$ cat src/pkg/bpt_defines.svh
// register offsets, field positions and encodings of the breakpoint trigger logic
//
// Functional notes
// - hold 32-bit pc match address as reference
// - compare pc bits where mask bit zero
// - single-level or two-level triggering supported
// - upper half level two, lower level one; level-two combine bit at 15
// - config write clears trigger status bits; a trigger or arming in the write cycle sets status instead
// - comparison stays live during register loads
// - response field: trace, halt, interrupt, reserved
// - completed trigger always shown on trace
// - combine bit selects or/and of conditions
// - per-level global enable gates its trigger
// - seven lane enables; all clear disables data
// - long, low half, high half lanes
// - byte enables lowest to highest order
// - invert bit inverts every data comparator
// - three address modes; all clear disables
// - outside-range mode true beyond bounds
// - inside-range mode inclusive of both bounds
// - low-equal mode matches low bound exactly
// - pc enable brings pc condition in
// - pc invert selects outside masked region
// - data compare where mask bit zero
// - byte lanes placed by address low bits
// - halt response raises pending halt first
`ifndef BPT_DEFINES_SVH
`define BPT_DEFINES_SVH
`define BPT_ADDR_W        4
`define BPT_OFS_PC_ADDR   4'h0
`define BPT_OFS_PC_MASK   4'h1
`define BPT_OFS_CONFIG    4'h2
`define BPT_OFS_BND_LOW   4'h3
`define BPT_OFS_BND_HIGH  4'h4
`define BPT_OFS_DATA_VAL  4'h5
`define BPT_OFS_DATA_MASK 4'h6
`define BPT_OFS_STATUS    4'h7
`define BPT_RST_WORD      32'h0000_0000
`define BPT_RESP_TRACE    2'h0
`define BPT_RESP_HALT     2'h1
`define BPT_RESP_IRQ      2'h2
`define BPT_ST_IDLE       4'h0
`define BPT_ST_L1_HIT     4'h1
`define BPT_ST_L2_HIT     4'h2
`define BPT_ST_ARMED      4'h3
`endif

$ cat src/pkg/bpt_pkg.sv
// types shared by the breakpoint trigger logic
package bpt_pkg;
  typedef struct packed {
    logic       combine_and;
    logic       global_enable;
    logic [6:0] lane_enables;
    logic       data_invert;
    logic       outside_range;
    logic       inside_range;
    logic       low_equal;
    logic       pc_enable;
    logic       pc_invert;
  } bpt_level_t;
  typedef struct packed {
    logic [1:0] response;
    logic       combine_and;
    logic       global_enable;
    logic [6:0] lane_enables;
    logic       data_invert;
    logic       outside_range;
    logic       inside_range;
    logic       low_equal;
    logic       pc_enable;
    logic       pc_invert;
  } bpt_half_t;
  typedef struct packed {
    logic        valid;
    logic [31:0] addr;
    logic [31:0] data;
    logic [1:0]  size;
  } bpt_bus_t;
  typedef enum logic [1:0] {
    BPT_SZ_LONG = 2'b00,
    BPT_SZ_BYTE = 2'b01,
    BPT_SZ_WORD = 2'b10
  } bpt_size_t;
  typedef enum logic [1:0] {
    BPT_ARM_L1 = 2'b00,
    BPT_ARM_L2 = 2'b01
  } bpt_state_t;
endpackage : bpt_pkg

$ cat src/logic/bpt_trigger.sv
// breakpoint trigger comparators, level sequencing and register file
`timescale 1ns/100ps
`include "bpt_defines.svh"
module bpt_trigger
  import bpt_pkg::*;
(
  input  wire logic                  sys_clk_in,
  input  wire logic                  reset_in,
  input  wire logic [`BPT_ADDR_W-1:0] reg_addr_in,
  input  wire logic [31:0]           reg_wdata_in,
  input  wire logic                  reg_wr_in,
  input  wire logic                  reg_rd_in,
  output logic      [31:0]           reg_rdata_out,
  input  wire logic                  pc_valid_in,
  input  wire logic [31:0]           pc_in,
  input  wire bpt_bus_t              bus_in,
  input  wire logic                  halt_taken_in,
  output logic                       pending_halt_out,
  output logic                       debug_irq_out,
  output logic      [3:0]            debug_trace_data_out
);

  // ****************************************
  // register file
  // ****************************************
  logic [31:0] pc_match_address_q;
  logic [31:0] pc_match_mask_q;
  logic [31:0] trigger_config_q;
  logic [31:0] address_bound_low_q;
  logic [31:0] address_bound_high_q;
  logic [31:0] data_match_value_q;
  logic [31:0] data_match_mask_q;
  logic [3:0]  trigger_status_q;
  logic [3:0]  trigger_status_d;
  logic        cfg_wr;

  assign cfg_wr = reg_wr_in && (reg_addr_in == `BPT_OFS_CONFIG);

  // comparisons stay live while these load
  always_ff @(posedge sys_clk_in)
  begin
    if (reset_in)
    begin
      pc_match_address_q   <= `BPT_RST_WORD;
      pc_match_mask_q      <= `BPT_RST_WORD;
      trigger_config_q     <= `BPT_RST_WORD;
      address_bound_low_q  <= `BPT_RST_WORD;
      address_bound_high_q <= `BPT_RST_WORD;
      data_match_value_q   <= `BPT_RST_WORD;
      data_match_mask_q    <= `BPT_RST_WORD;
    end
    else if (reg_wr_in)
    begin
      case (reg_addr_in)
        `BPT_OFS_PC_ADDR:   pc_match_address_q   <= reg_wdata_in;
        `BPT_OFS_PC_MASK:   pc_match_mask_q      <= reg_wdata_in;
        `BPT_OFS_CONFIG:    trigger_config_q     <= reg_wdata_in;
        `BPT_OFS_BND_LOW:   address_bound_low_q  <= reg_wdata_in;
        `BPT_OFS_BND_HIGH:  address_bound_high_q <= reg_wdata_in;
        `BPT_OFS_DATA_VAL:  data_match_value_q   <= reg_wdata_in;
        `BPT_OFS_DATA_MASK: data_match_mask_q    <= reg_wdata_in;
        default:            ;
      endcase
    end
  end

  always_ff @(posedge sys_clk_in)
  begin
    if (reset_in)
      reg_rdata_out <= `BPT_RST_WORD;
    else if (reg_rd_in)
    begin
      case (reg_addr_in)
        `BPT_OFS_PC_ADDR:   reg_rdata_out <= pc_match_address_q;
        `BPT_OFS_PC_MASK:   reg_rdata_out <= pc_match_mask_q;
        `BPT_OFS_CONFIG:    reg_rdata_out <= trigger_config_q;
        `BPT_OFS_BND_LOW:   reg_rdata_out <= address_bound_low_q;
        `BPT_OFS_BND_HIGH:  reg_rdata_out <= address_bound_high_q;
        `BPT_OFS_DATA_VAL:  reg_rdata_out <= data_match_value_q;
        `BPT_OFS_DATA_MASK: reg_rdata_out <= data_match_mask_q;
        `BPT_OFS_STATUS:    reg_rdata_out <= {28'h0000000, trigger_status_q};
        default:            reg_rdata_out <= `BPT_RST_WORD;
      endcase
    end
    else
      reg_rdata_out <= `BPT_RST_WORD;
  end

  // ****************************************
  // per-level condition evaluation
  // ****************************************
  logic [1:0] resp;
  bpt_level_t lvl [2];
  logic [1:0] lvl_hit;
  logic       pc_in_region;
  logic [31:0] data_eq_bits;
  logic       addr_in_range;
  logic       addr_low_eq;
  logic [6:0] lane_match;
  logic [6:0] lane_active;

  // response field lives in the upper half only; combine bits sit at 15 and 14
  assign resp    = trigger_config_q[31:30];
  assign lvl[0]  = {trigger_config_q[14], trigger_config_q[13:0]};
  assign lvl[1]  = {trigger_config_q[15], trigger_config_q[29:16]};

  assign pc_in_region = (((pc_in ^ pc_match_address_q) & ~pc_match_mask_q) == 32'h0000_0000);
  assign data_eq_bits = ~((bus_in.data ^ data_match_value_q) & ~data_match_mask_q);
  assign addr_in_range = (bus_in.addr >= address_bound_low_q) && (bus_in.addr <= address_bound_high_q);
  assign addr_low_eq   = (bus_in.addr == address_bound_low_q);

  // lane order: long, low half, high half, byte0 (D7:0), byte1, byte2, byte3 (D31:24)
  always_comb
  begin
    lane_match[6] = &data_eq_bits;
    lane_match[5] = &data_eq_bits[15:0];
    lane_match[4] = &data_eq_bits[31:16];
    lane_match[3] = &data_eq_bits[7:0];
    lane_match[2] = &data_eq_bits[15:8];
    lane_match[1] = &data_eq_bits[23:16];
    lane_match[0] = &data_eq_bits[31:24];
    lane_active[6] = (bus_in.size == BPT_SZ_LONG);
    lane_active[5] = (bus_in.size == BPT_SZ_WORD) && bus_in.addr[1];
    lane_active[4] = (bus_in.size == BPT_SZ_WORD) && !bus_in.addr[1];
    lane_active[3] = (bus_in.size == BPT_SZ_BYTE) && (bus_in.addr[1:0] == 2'b11);
    lane_active[2] = (bus_in.size == BPT_SZ_BYTE) && (bus_in.addr[1:0] == 2'b10);
    lane_active[1] = (bus_in.size == BPT_SZ_BYTE) && (bus_in.addr[1:0] == 2'b01);
    lane_active[0] = (bus_in.size == BPT_SZ_BYTE) && (bus_in.addr[1:0] == 2'b00);
  end

  genvar g;
  generate
    for (g = 0; g < 2; g++)
    begin : g_level
      logic pc_cond;
      logic addr_cond;
      logic data_cond;
      logic ad_cond;
      logic addr_en;
      logic data_en;
      assign pc_cond   = pc_valid_in && lvl[g].pc_enable && (pc_in_region ^ lvl[g].pc_invert);
      assign addr_en   = lvl[g].outside_range || lvl[g].inside_range || lvl[g].low_equal;
      assign addr_cond = (lvl[g].outside_range && !addr_in_range)
                      || (lvl[g].inside_range && addr_in_range)
                      || (lvl[g].low_equal && addr_low_eq);
      assign data_en   = |lvl[g].lane_enables;
      assign data_cond = !data_en
                      || (|(lvl[g].lane_enables & lane_active & (lane_match ^ {7{lvl[g].data_invert}})));
      assign ad_cond   = bus_in.valid && addr_en && addr_cond && data_cond;
      // combine: 0 = or, 1 = and of the two conditions
      assign lvl_hit[g] = lvl[g].global_enable
                       && (lvl[g].combine_and ? (pc_cond && ad_cond) : (pc_cond || ad_cond));
    end
  endgenerate

  // ****************************************
  // level sequencing and response
  // ****************************************
  bpt_state_t state_q;
  logic       two_level;
  logic       done;

  assign two_level = lvl[1].global_enable;
  assign done = (state_q == BPT_ARM_L1) ? (lvl_hit[0] && !two_level) : lvl_hit[1];

  always_ff @(posedge sys_clk_in)
  begin
    if (reset_in)
      state_q <= BPT_ARM_L1;
    else
    begin
      // a trigger in the cycle of a config write wins over the restart
      case (state_q)
        BPT_ARM_L1: if (two_level && lvl_hit[0]) state_q <= BPT_ARM_L2;
        BPT_ARM_L2: if (lvl_hit[1] || cfg_wr) state_q <= BPT_ARM_L1;
        default:    state_q <= BPT_ARM_L1;
      endcase
    end
  end

  always_comb
  begin
    trigger_status_d = trigger_status_q;
    if (cfg_wr)
      trigger_status_d = `BPT_ST_IDLE;
    if (state_q == BPT_ARM_L1 && two_level && lvl_hit[0])
      trigger_status_d = `BPT_ST_ARMED;
    if (done)
      trigger_status_d = two_level ? `BPT_ST_L2_HIT : `BPT_ST_L1_HIT;
  end

  always_ff @(posedge sys_clk_in)
  begin
    if (reset_in)
      trigger_status_q <= `BPT_ST_IDLE;
    else
      trigger_status_q <= trigger_status_d;
  end

  always_ff @(posedge sys_clk_in)
  begin
    if (reset_in)
      debug_trace_data_out <= `BPT_ST_IDLE;
    else
      debug_trace_data_out <= trigger_status_d;
  end

  always_ff @(posedge sys_clk_in)
  begin
    if (reset_in)
    begin
      pending_halt_out <= 1'b0;
      debug_irq_out    <= 1'b0;
    end
    else
    begin
      if (done && resp == `BPT_RESP_HALT)
        pending_halt_out <= 1'b1;
      else if (halt_taken_in)
        pending_halt_out <= 1'b0;
      debug_irq_out <= done && (resp == `BPT_RESP_IRQ);
    end
  end

  // ****************************************
  // checks
  // ****************************************
  property p_cfg_clear;
    @(posedge sys_clk_in) disable iff (reset_in)
      cfg_wr && !done && !(lvl_hit[0] && two_level) |=> trigger_status_q == `BPT_ST_IDLE;
  endproperty
  a_cfg_clear: assert property (p_cfg_clear) else $error("status not cleared by config write");

  property p_trace;
    @(posedge sys_clk_in) disable iff (reset_in)
      done |=> debug_trace_data_out != `BPT_ST_IDLE;
  endproperty
  a_trace: assert property (p_trace) else $error("completed trigger not on trace");

  property p_halt;
    @(posedge sys_clk_in) disable iff (reset_in)
      done && resp == `BPT_RESP_HALT |=> pending_halt_out;
  endproperty
  a_halt: assert property (p_halt) else $error("halt not made pending");

  property p_halt_hold;
    @(posedge sys_clk_in) disable iff (reset_in)
      pending_halt_out && !halt_taken_in |=> pending_halt_out;
  endproperty
  a_halt_hold: assert property (p_halt_hold) else $error("pending halt dropped early");

  property p_irq;
    @(posedge sys_clk_in) disable iff (reset_in)
      debug_irq_out |-> $past(done) && $past(resp) == `BPT_RESP_IRQ;
  endproperty
  a_irq: assert property (p_irq) else $error("interrupt without irq response");

  property p_enable;
    @(posedge sys_clk_in) disable iff (reset_in)
      !lvl[0].global_enable |-> !lvl_hit[0];
  endproperty
  a_enable: assert property (p_enable) else $error("disabled level fired");

  property p_pc_hit;
    @(posedge sys_clk_in) disable iff (reset_in)
      pc_valid_in && lvl[0].global_enable && lvl[0].pc_enable && !lvl[0].pc_invert && pc_in == pc_match_address_q
      |-> lvl_hit[0] || lvl[0].combine_and;
  endproperty
  a_pc_hit: assert property (p_pc_hit) else $error("exact pc match missed");

  property p_seq;
    @(posedge sys_clk_in) disable iff (reset_in)
      state_q == BPT_ARM_L1 && two_level |-> !done;
  endproperty
  a_seq: assert property (p_seq) else $error("level two completed before level one");

endmodule : bpt_trigger

$ cat config.mk
export PLATFORM = sky130hd
export DESIGN_NAME = bpt_trigger
export DESIGN_NICKNAME = d
export VERILOG_FILES = /design/src/pkg/bpt_pkg.sv /design/src/logic/bpt_trigger.sv
export VERILOG_INCLUDE_DIRS = /design/src /design/src/pkg
export SDC_FILE = /design/constraint.sdc
export NUM_CORES = 1
export LEC_CHECK = 0
export ABC_AREA = 1
export BUFFER_PORTS_ARGS = -buffer_cell sky130_fd_sc_hd__buf_2
export CAP_MARGIN = 20
export CORE_AREA = 2 2 154 156
export DETAILED_ROUTE_END_ITERATION = 8
export DIE_AREA = 0 0 156 158
export PLACE_DENSITY = 0.8
export SYNTH_ARGS = -nofsm -noshare
export SYNTH_HDL_FRONTEND = slang
export SYNTH_SLANG_ARGS = --single-unit
$ cat constraint.sdc
create_clock -name sys_clk_in -period 2.8 [get_ports sys_clk_in]
set_input_delay 0.28 -clock sys_clk_in [delete_from_list [all_inputs] [get_ports sys_clk_in]]
set_output_delay 0.28 -clock sys_clk_in [all_outputs]
set_load 0.01 [all_outputs]
Word level (Yosys, flattened, before mapping) --
Cells that the tools add are included.
Word-level totals: register bits after elaboration 264, bits of input ports 141, logic and storage cells 140
Operators by class: equality and inequality tests 18, magnitude comparators 2, bitwise operators 16, multiplexer cells 13, reduce and logical (&&, ||, !) cells 79
Operators by type and width (number):
- 32-bit case mux with 8 select lines | 1
- 32-bit inverter | 3
- 32-bit AND | 2
- 32-bit bitwise XOR | 2
- 1-bit logical AND | 34
- 32-bit == test | 1
- 32-bit greater-or-equal comparator | 1
- 32-bit less-or-equal comparator | 1
- 32-bit logical NOT | 1
- 16-bit AND reduction | 2
- 32-bit AND reduction | 1
- 8-bit AND reduction | 4
- 7-bit AND | 4
- 7-bit OR reduction | 4
- 4-bit by 3-bit == test with 1-bit output (second input constant) | 4
- 2-bit AND reduction | 8
- 7-bit bitwise XOR | 2
- 1-bit logical OR | 13
- 4-bit 2-to-1 mux | 3
- 2-bit by 1-bit == test with 1-bit output (second input constant) | 4
- 2-bit == test (second input constant) | 4
- 4-bit by 2-bit == test with 1-bit output (second input constant) | 2
- 2-bit logical NOT | 3
- 2-bit 2-to-1 mux | 3
- other kinds (12) | 21

Longest topological paths before layout --
depth after elaboration 16, depth in mapped cells 23

Least setup slack after synthesis --
Ideal clock, no wire load.
path kind register to register, start register address_bound_high_q[31], end register pending_halt_out, path buffers 0, slack 0.807 ns, library setup time 0.067 ns, stages on the path, launching flop included 19, arrival 1.926 ns, path through dfxtp_1 inv_1 ha_1 nand2_1 nor2_1 nand2_1 nor4_1 nand2_1 nand2_1 nand2_1 nand2_1 nand2_1 nand3_1 nand3_1 nand2_2 nand3_4 nand2_2 nand3_2 a21oi_2
On the way: longest elaborated chain between the ends 15, elaborated cells between the ends (all ways) 28, classes of those cells 1 x order compare; 4 x mux; 23 x reduce/logical
RTL lines:
- start: declaration | line bpt_trigger.sv:30 | logic [31:0] address_bound_high_q;
- start signal: assignment | line bpt_trigger.sv:48 | address_bound_high_q <= `BPT_RST_WORD;
- start signal: assignment | line bpt_trigger.sv:59 | `BPT_OFS_BND_HIGH: address_bound_high_q <= reg_wdata_in;
- 32-bit less-or-equal comparator * | line bpt_trigger.sv:109 | assign addr_in_range = (bus_in.addr >= address_bound_low_q) && (bus_in.addr <= address_bound_high_q);
- 1-bit logical AND * | line bpt_trigger.sv:109
- 1-bit logical NOT | line bpt_trigger.sv:143 | assign addr_cond = (lvl[g].outside_range && !addr_in_range)
- 1-bit logical AND | line bpt_trigger.sv:143
- 1-bit logical OR | line bpt_trigger.sv:144 | || (lvl[g].inside_range && addr_in_range)
- 1-bit logical OR | line bpt_trigger.sv:145 | || (lvl[g].low_equal && addr_low_eq);
- 1-bit logical AND (2 in series) | line bpt_trigger.sv:149 | assign ad_cond = bus_in.valid && addr_en && addr_cond && data_cond;
- 1-bit logical OR or 1-bit logical AND (tied branches) | line bpt_trigger.sv:152 | && (lvl[g].combine_and ? (pc_cond && ad_cond) : (pc_cond || ad_cond));
- 1-bit 2-to-1 mux | line bpt_trigger.sv:152
- 1-bit logical AND | line bpt_trigger.sv:152
- 1-bit logical AND | line bpt_trigger.sv:164 | assign done = (state_q == BPT_ARM_L1) ? (lvl_hit[0] && !two_level) : lvl_hit[1];
- 1-bit 2-to-1 mux * | line bpt_trigger.sv:164
- 1-bit logical AND (no line) *
- 1-bit 2-to-1 mux or 2-bit nonzero test (tied branches)
- end signal: assignment | line bpt_trigger.sv:212 | pending_halt_out <= 1'b0;
- end signal: assignment | line bpt_trigger.sv:218 | pending_halt_out <= 1'b1;
- end signal: assignment | line bpt_trigger.sv:220 | pending_halt_out <= 1'b0;
- end: declaration | line bpt_trigger.sv:18 | output logic pending_halt_out,
Every way passes the cells marked *; elsewhere a longest branch is shown, timed or not. A chain may end at the register's enable or synchronous reset.

Worst setup path after layout --
start register address_bound_low_q[31], end register pending_halt_out
On the way: longest elaborated chain between the ends 15, elaborated cells between the ends (all ways) 31, classes of those cells 1 x order compare; 1 x eq/ne; 4 x mux; 25 x reduce/logical
RTL lines:
- start: declaration | line bpt_trigger.sv:29 | logic [31:0] address_bound_low_q;
- start signal: assignment | line bpt_trigger.sv:47 | address_bound_low_q <= `BPT_RST_WORD;
- start signal: assignment | line bpt_trigger.sv:58 | `BPT_OFS_BND_LOW: address_bound_low_q <= reg_wdata_in;
- 32-bit greater-or-equal comparator | line bpt_trigger.sv:109
- 1-bit logical AND | line bpt_trigger.sv:109
- 1-bit logical NOT | line bpt_trigger.sv:143
- 1-bit logical AND | line bpt_trigger.sv:143
- 1-bit logical OR | line bpt_trigger.sv:144
- 1-bit logical OR | line bpt_trigger.sv:145
- 1-bit logical AND (2 in series) | line bpt_trigger.sv:149
- 1-bit logical OR or 1-bit logical AND (tied branches) | line bpt_trigger.sv:152
- 1-bit 2-to-1 mux | line bpt_trigger.sv:152
- 1-bit logical AND | line bpt_trigger.sv:152
- 1-bit logical AND | line bpt_trigger.sv:164
- 1-bit 2-to-1 mux * | line bpt_trigger.sv:164
- 1-bit logical AND (no line) *
- 1-bit 2-to-1 mux or 2-bit nonzero test (tied branches)
Marks and branches as above.

==> metrics <==
largest stage delay on the critical path between 0.3 and 0.4 ns; VDD IR max between 0.0005 and 0.0006 V; Die X 156 um; total grt overflow 0; postcts setup bufs 0; Crit path top cell by count nand2_1; Avg WL per Cell around 19 um; Final ANT Viol Nets 0; CTS resizes 0; Gate Count Post-Synth 1816; Port Buf Inserts approximately 180; Max-Cap Viols 0; Cell Chain, Critical Path inv_1 -> ha_1 -> nand2_1 -> nor2_1 -> nand4_1 -> nor2_1 -> nand2_1 -> nand2_1 -> nor2_1 -> nand2_1 -> nand3_1 -> nand3_1 -> nand3_1 -> nand2_2 -> nand3_4 -> nand2_2 -> nand3_2 -> a21oi_2; Setup CP Type reg -> reg; Rows between 50 and 60; Crit path max-delay family simple AND/OR/NAND/NOR gates; htree depth 1; RSZ-0062 raised after global routing false; CP Buf/Inv Count 1; CP Max Fanout 4; Final Cycle Share 87.0%; CTS tree built; die area between 0.02 and 0.025 mm2; Least-Margin Pin Slew 0.689 ns; top post-synthesis cells by area dfxtp_1, a21oi_1, o21ai_0; Rel. slew slack roughly 54%; NumNets Final around 2200; Critical Path AT slightly below 3 ns; HPWL Detailed 29300 um; Synth Cell Area roughly 0.013 mm2; vias in the first global route 12600; Setup Skew 0.0170 ns; root buf cell clkbuf_16; Via Count around 13000; fraction of layout cells with a size suffix above 1 15.2%; crit end category flip-flop; Hold Crit Class in -> reg; Clock Tree Buf Depth 3; WP data required between 3 and 4 ns; CP startpoint kind flip-flop; asr flop ratio synth 0%; drt via density 5.85; initial antenna violation count 3; EDFF count, synth 0; Die Height around 160 um; Clk Latency, worst-skew pair 0.55 ns; CTS Hold Buffers Added 0; GPL Wtd Cong a little over 0.9; Total Wirelength around 42000 um; total CTS buffers 28; CTS sink count roughly 260; All-Layer GR Usage about a third; status completed; Iteration-0 DRC Markers roughly 1200; post-synthesis average cell area roughly 7.2 um2; Power Dens Cells roughly 550 mW/mm2; synth unique cells 38; FMAX a little over 400 MHz; clock-pin slew on the worst setup and hold paths around 0.06 ns; Seq cells post-synth about 260; Initial Util between 50% and 60%; YS warnings 0; Final Hold Fails 0; top cell type's share of synthesized area around two fifths; core footprint approximately 0.023 mm2; post-route minimum period ~2.4 ns; fin. max-slew vios 0; setup_tns 0 ns; Main synth FF type dfxtp_1; area delta synth->final 15.9%; Residual DRC 0; Slowest-stage cell, CP dfxtp_1; Pre-antenna DRT Iters 6; post-synth top area cell dfxtp_1; I/O Pins 179; Design Power just over 8 mW; first-pass GRT wire length around 66000 um; final core occ about 66%; endpoints failing setup 0; cell leakage power around 6.1 nW; largest net degree at the start of global routing between 100 and 150; sequential share of the synthesized area about two fifths
-- sequential cells by signal, summed over array words and instances, names as in the netlist --
name	cells
state_q	1
debug_trace_data_out	2
trigger_config_q	32
data_match_value_q	32
pc_match_mask_q	32
address_bound_high_q	32
debug_irq_out	1
address_bound_low_q	32
pc_match_address_q	32
data_match_mask_q	32
pending_halt_out	1
reg_rdata_out	32
-- report_power, final --
group          switching, mW  internal [mW]  leakage (nW)
Sequential            0.0404           3.79          2.11
Combinational          0.561          0.301          3.58
Clock                   1.52           2.11         0.436
Total                   2.12           6.20          6.12
-- cells in the mapped netlist (2+ instances only) --
library cell and number:
o21ai_0 222, clkbuf_1 89, nand3b_1 3, a21oi_2 2, ha_1 64, inv_2 18
a21oi_1 311, nor4_1 3, buf_4 2, nor2_2 5, nor2_1 70, nor3_1 4
nand2_1 217, dfxtp_1 261, a221oi_1 28, nand3_1 88, buf_1 7, nor2_4 4
inv_1 260, o21a_1 3, xnor2_1 24, nand2_2 8, nand3_2 3, a2111oi_0 6
a31oi_1 2, o22ai_1 79, a21o_1 4, nand4_1 15, o21ai_1 5
-- routing by layer --
metal | global-route usage, % | vias to the layer above | part of all wire [%]
met5 | 0 | - | 0.028
met4 | 15.1 | 2 | 4.4
met3 | 5.39 | 136 | 9.2
met1 | 42.7 | 6022 | 40
li1 | - | 6427 | -
met2 | 57.3 | 669 | 46
-- final timing paths --
path / startpoint / to / slack [ns] / cells past startpoint
max: address_bound_low_q[31] / pending_halt_out / 0.36 / 18
min: halt_taken_in / pending_halt_out / 0.02 / 4
max reg2reg: address_bound_low_q[31] / pending_halt_out / 0.36 / 18
min reg2reg: trigger_config_q[31] / debug_irq_out / 0.47 / 2
-- layout by cell type (no fill, tap or decap), drive strengths merged, types with 4 or more instances in the layout --
master   Yosys  final
a21oi      313    313
inv        278    278
dfxtp      261    261
o21ai      227    227
nand2      226    226
buf          9    205
nand3       92     92
nor2        80     80
o22ai       79     79
ha          64     64
clkbuf      89     41
a221oi      28     28
xnor2       24     24
nand4       15     15
a2111oi      6      6
clkinv       1      6
a21o         4      4
nor3         4      4
-- final cells by class --
type	count	area, um2
repair buffers	205	1160
flip-flops and latches	261	5230
clock inverters	9	77.6
diodes	3	7.51
inverters	279	1050
multi-input cells	1179	6520
clock buffers	41	821
fillers	1962	7830
well taps	290	363
-- per-stage QoR --
step | worst slack (ns) | hold WS [ns] | instances | area (um2)
finish | 0.363 | 0.0231 | 2267 | 15200
global route | 0.0521 | 0.0471 | 2264 | 15200
CTS | 0.300 | 0.0239 | 2264 | 15200
detailed placement | 0.284 | 0.458 | 2214 | 14300
global placement | 0.326 | 0.451 | 2214 | 14300
floorplan | 0.807 | 0.342 | 1817 | 13100
-- tightest hold or removal path, cell delays in order --
cell	delay, ns
buf_2	0.07
inv_1	0.05
nand2_1	0.07
a21oi_2	0.05
-- cell families after synthesis --
logic type / after synthesis / share of synthesized area, %
other: 1 / 0.0285
xor gates and xnor gates: 25 / 1.67
and+or+nand+nor: 425 / 14.4
adders and majority gates: 64 / 6.09
DFF: 261 / 39.8
buffers and inverters: 377 / 10.8
AOI/OAI and AO/OA: 663 / 27.2
Power figures use the tool's default switching activity.
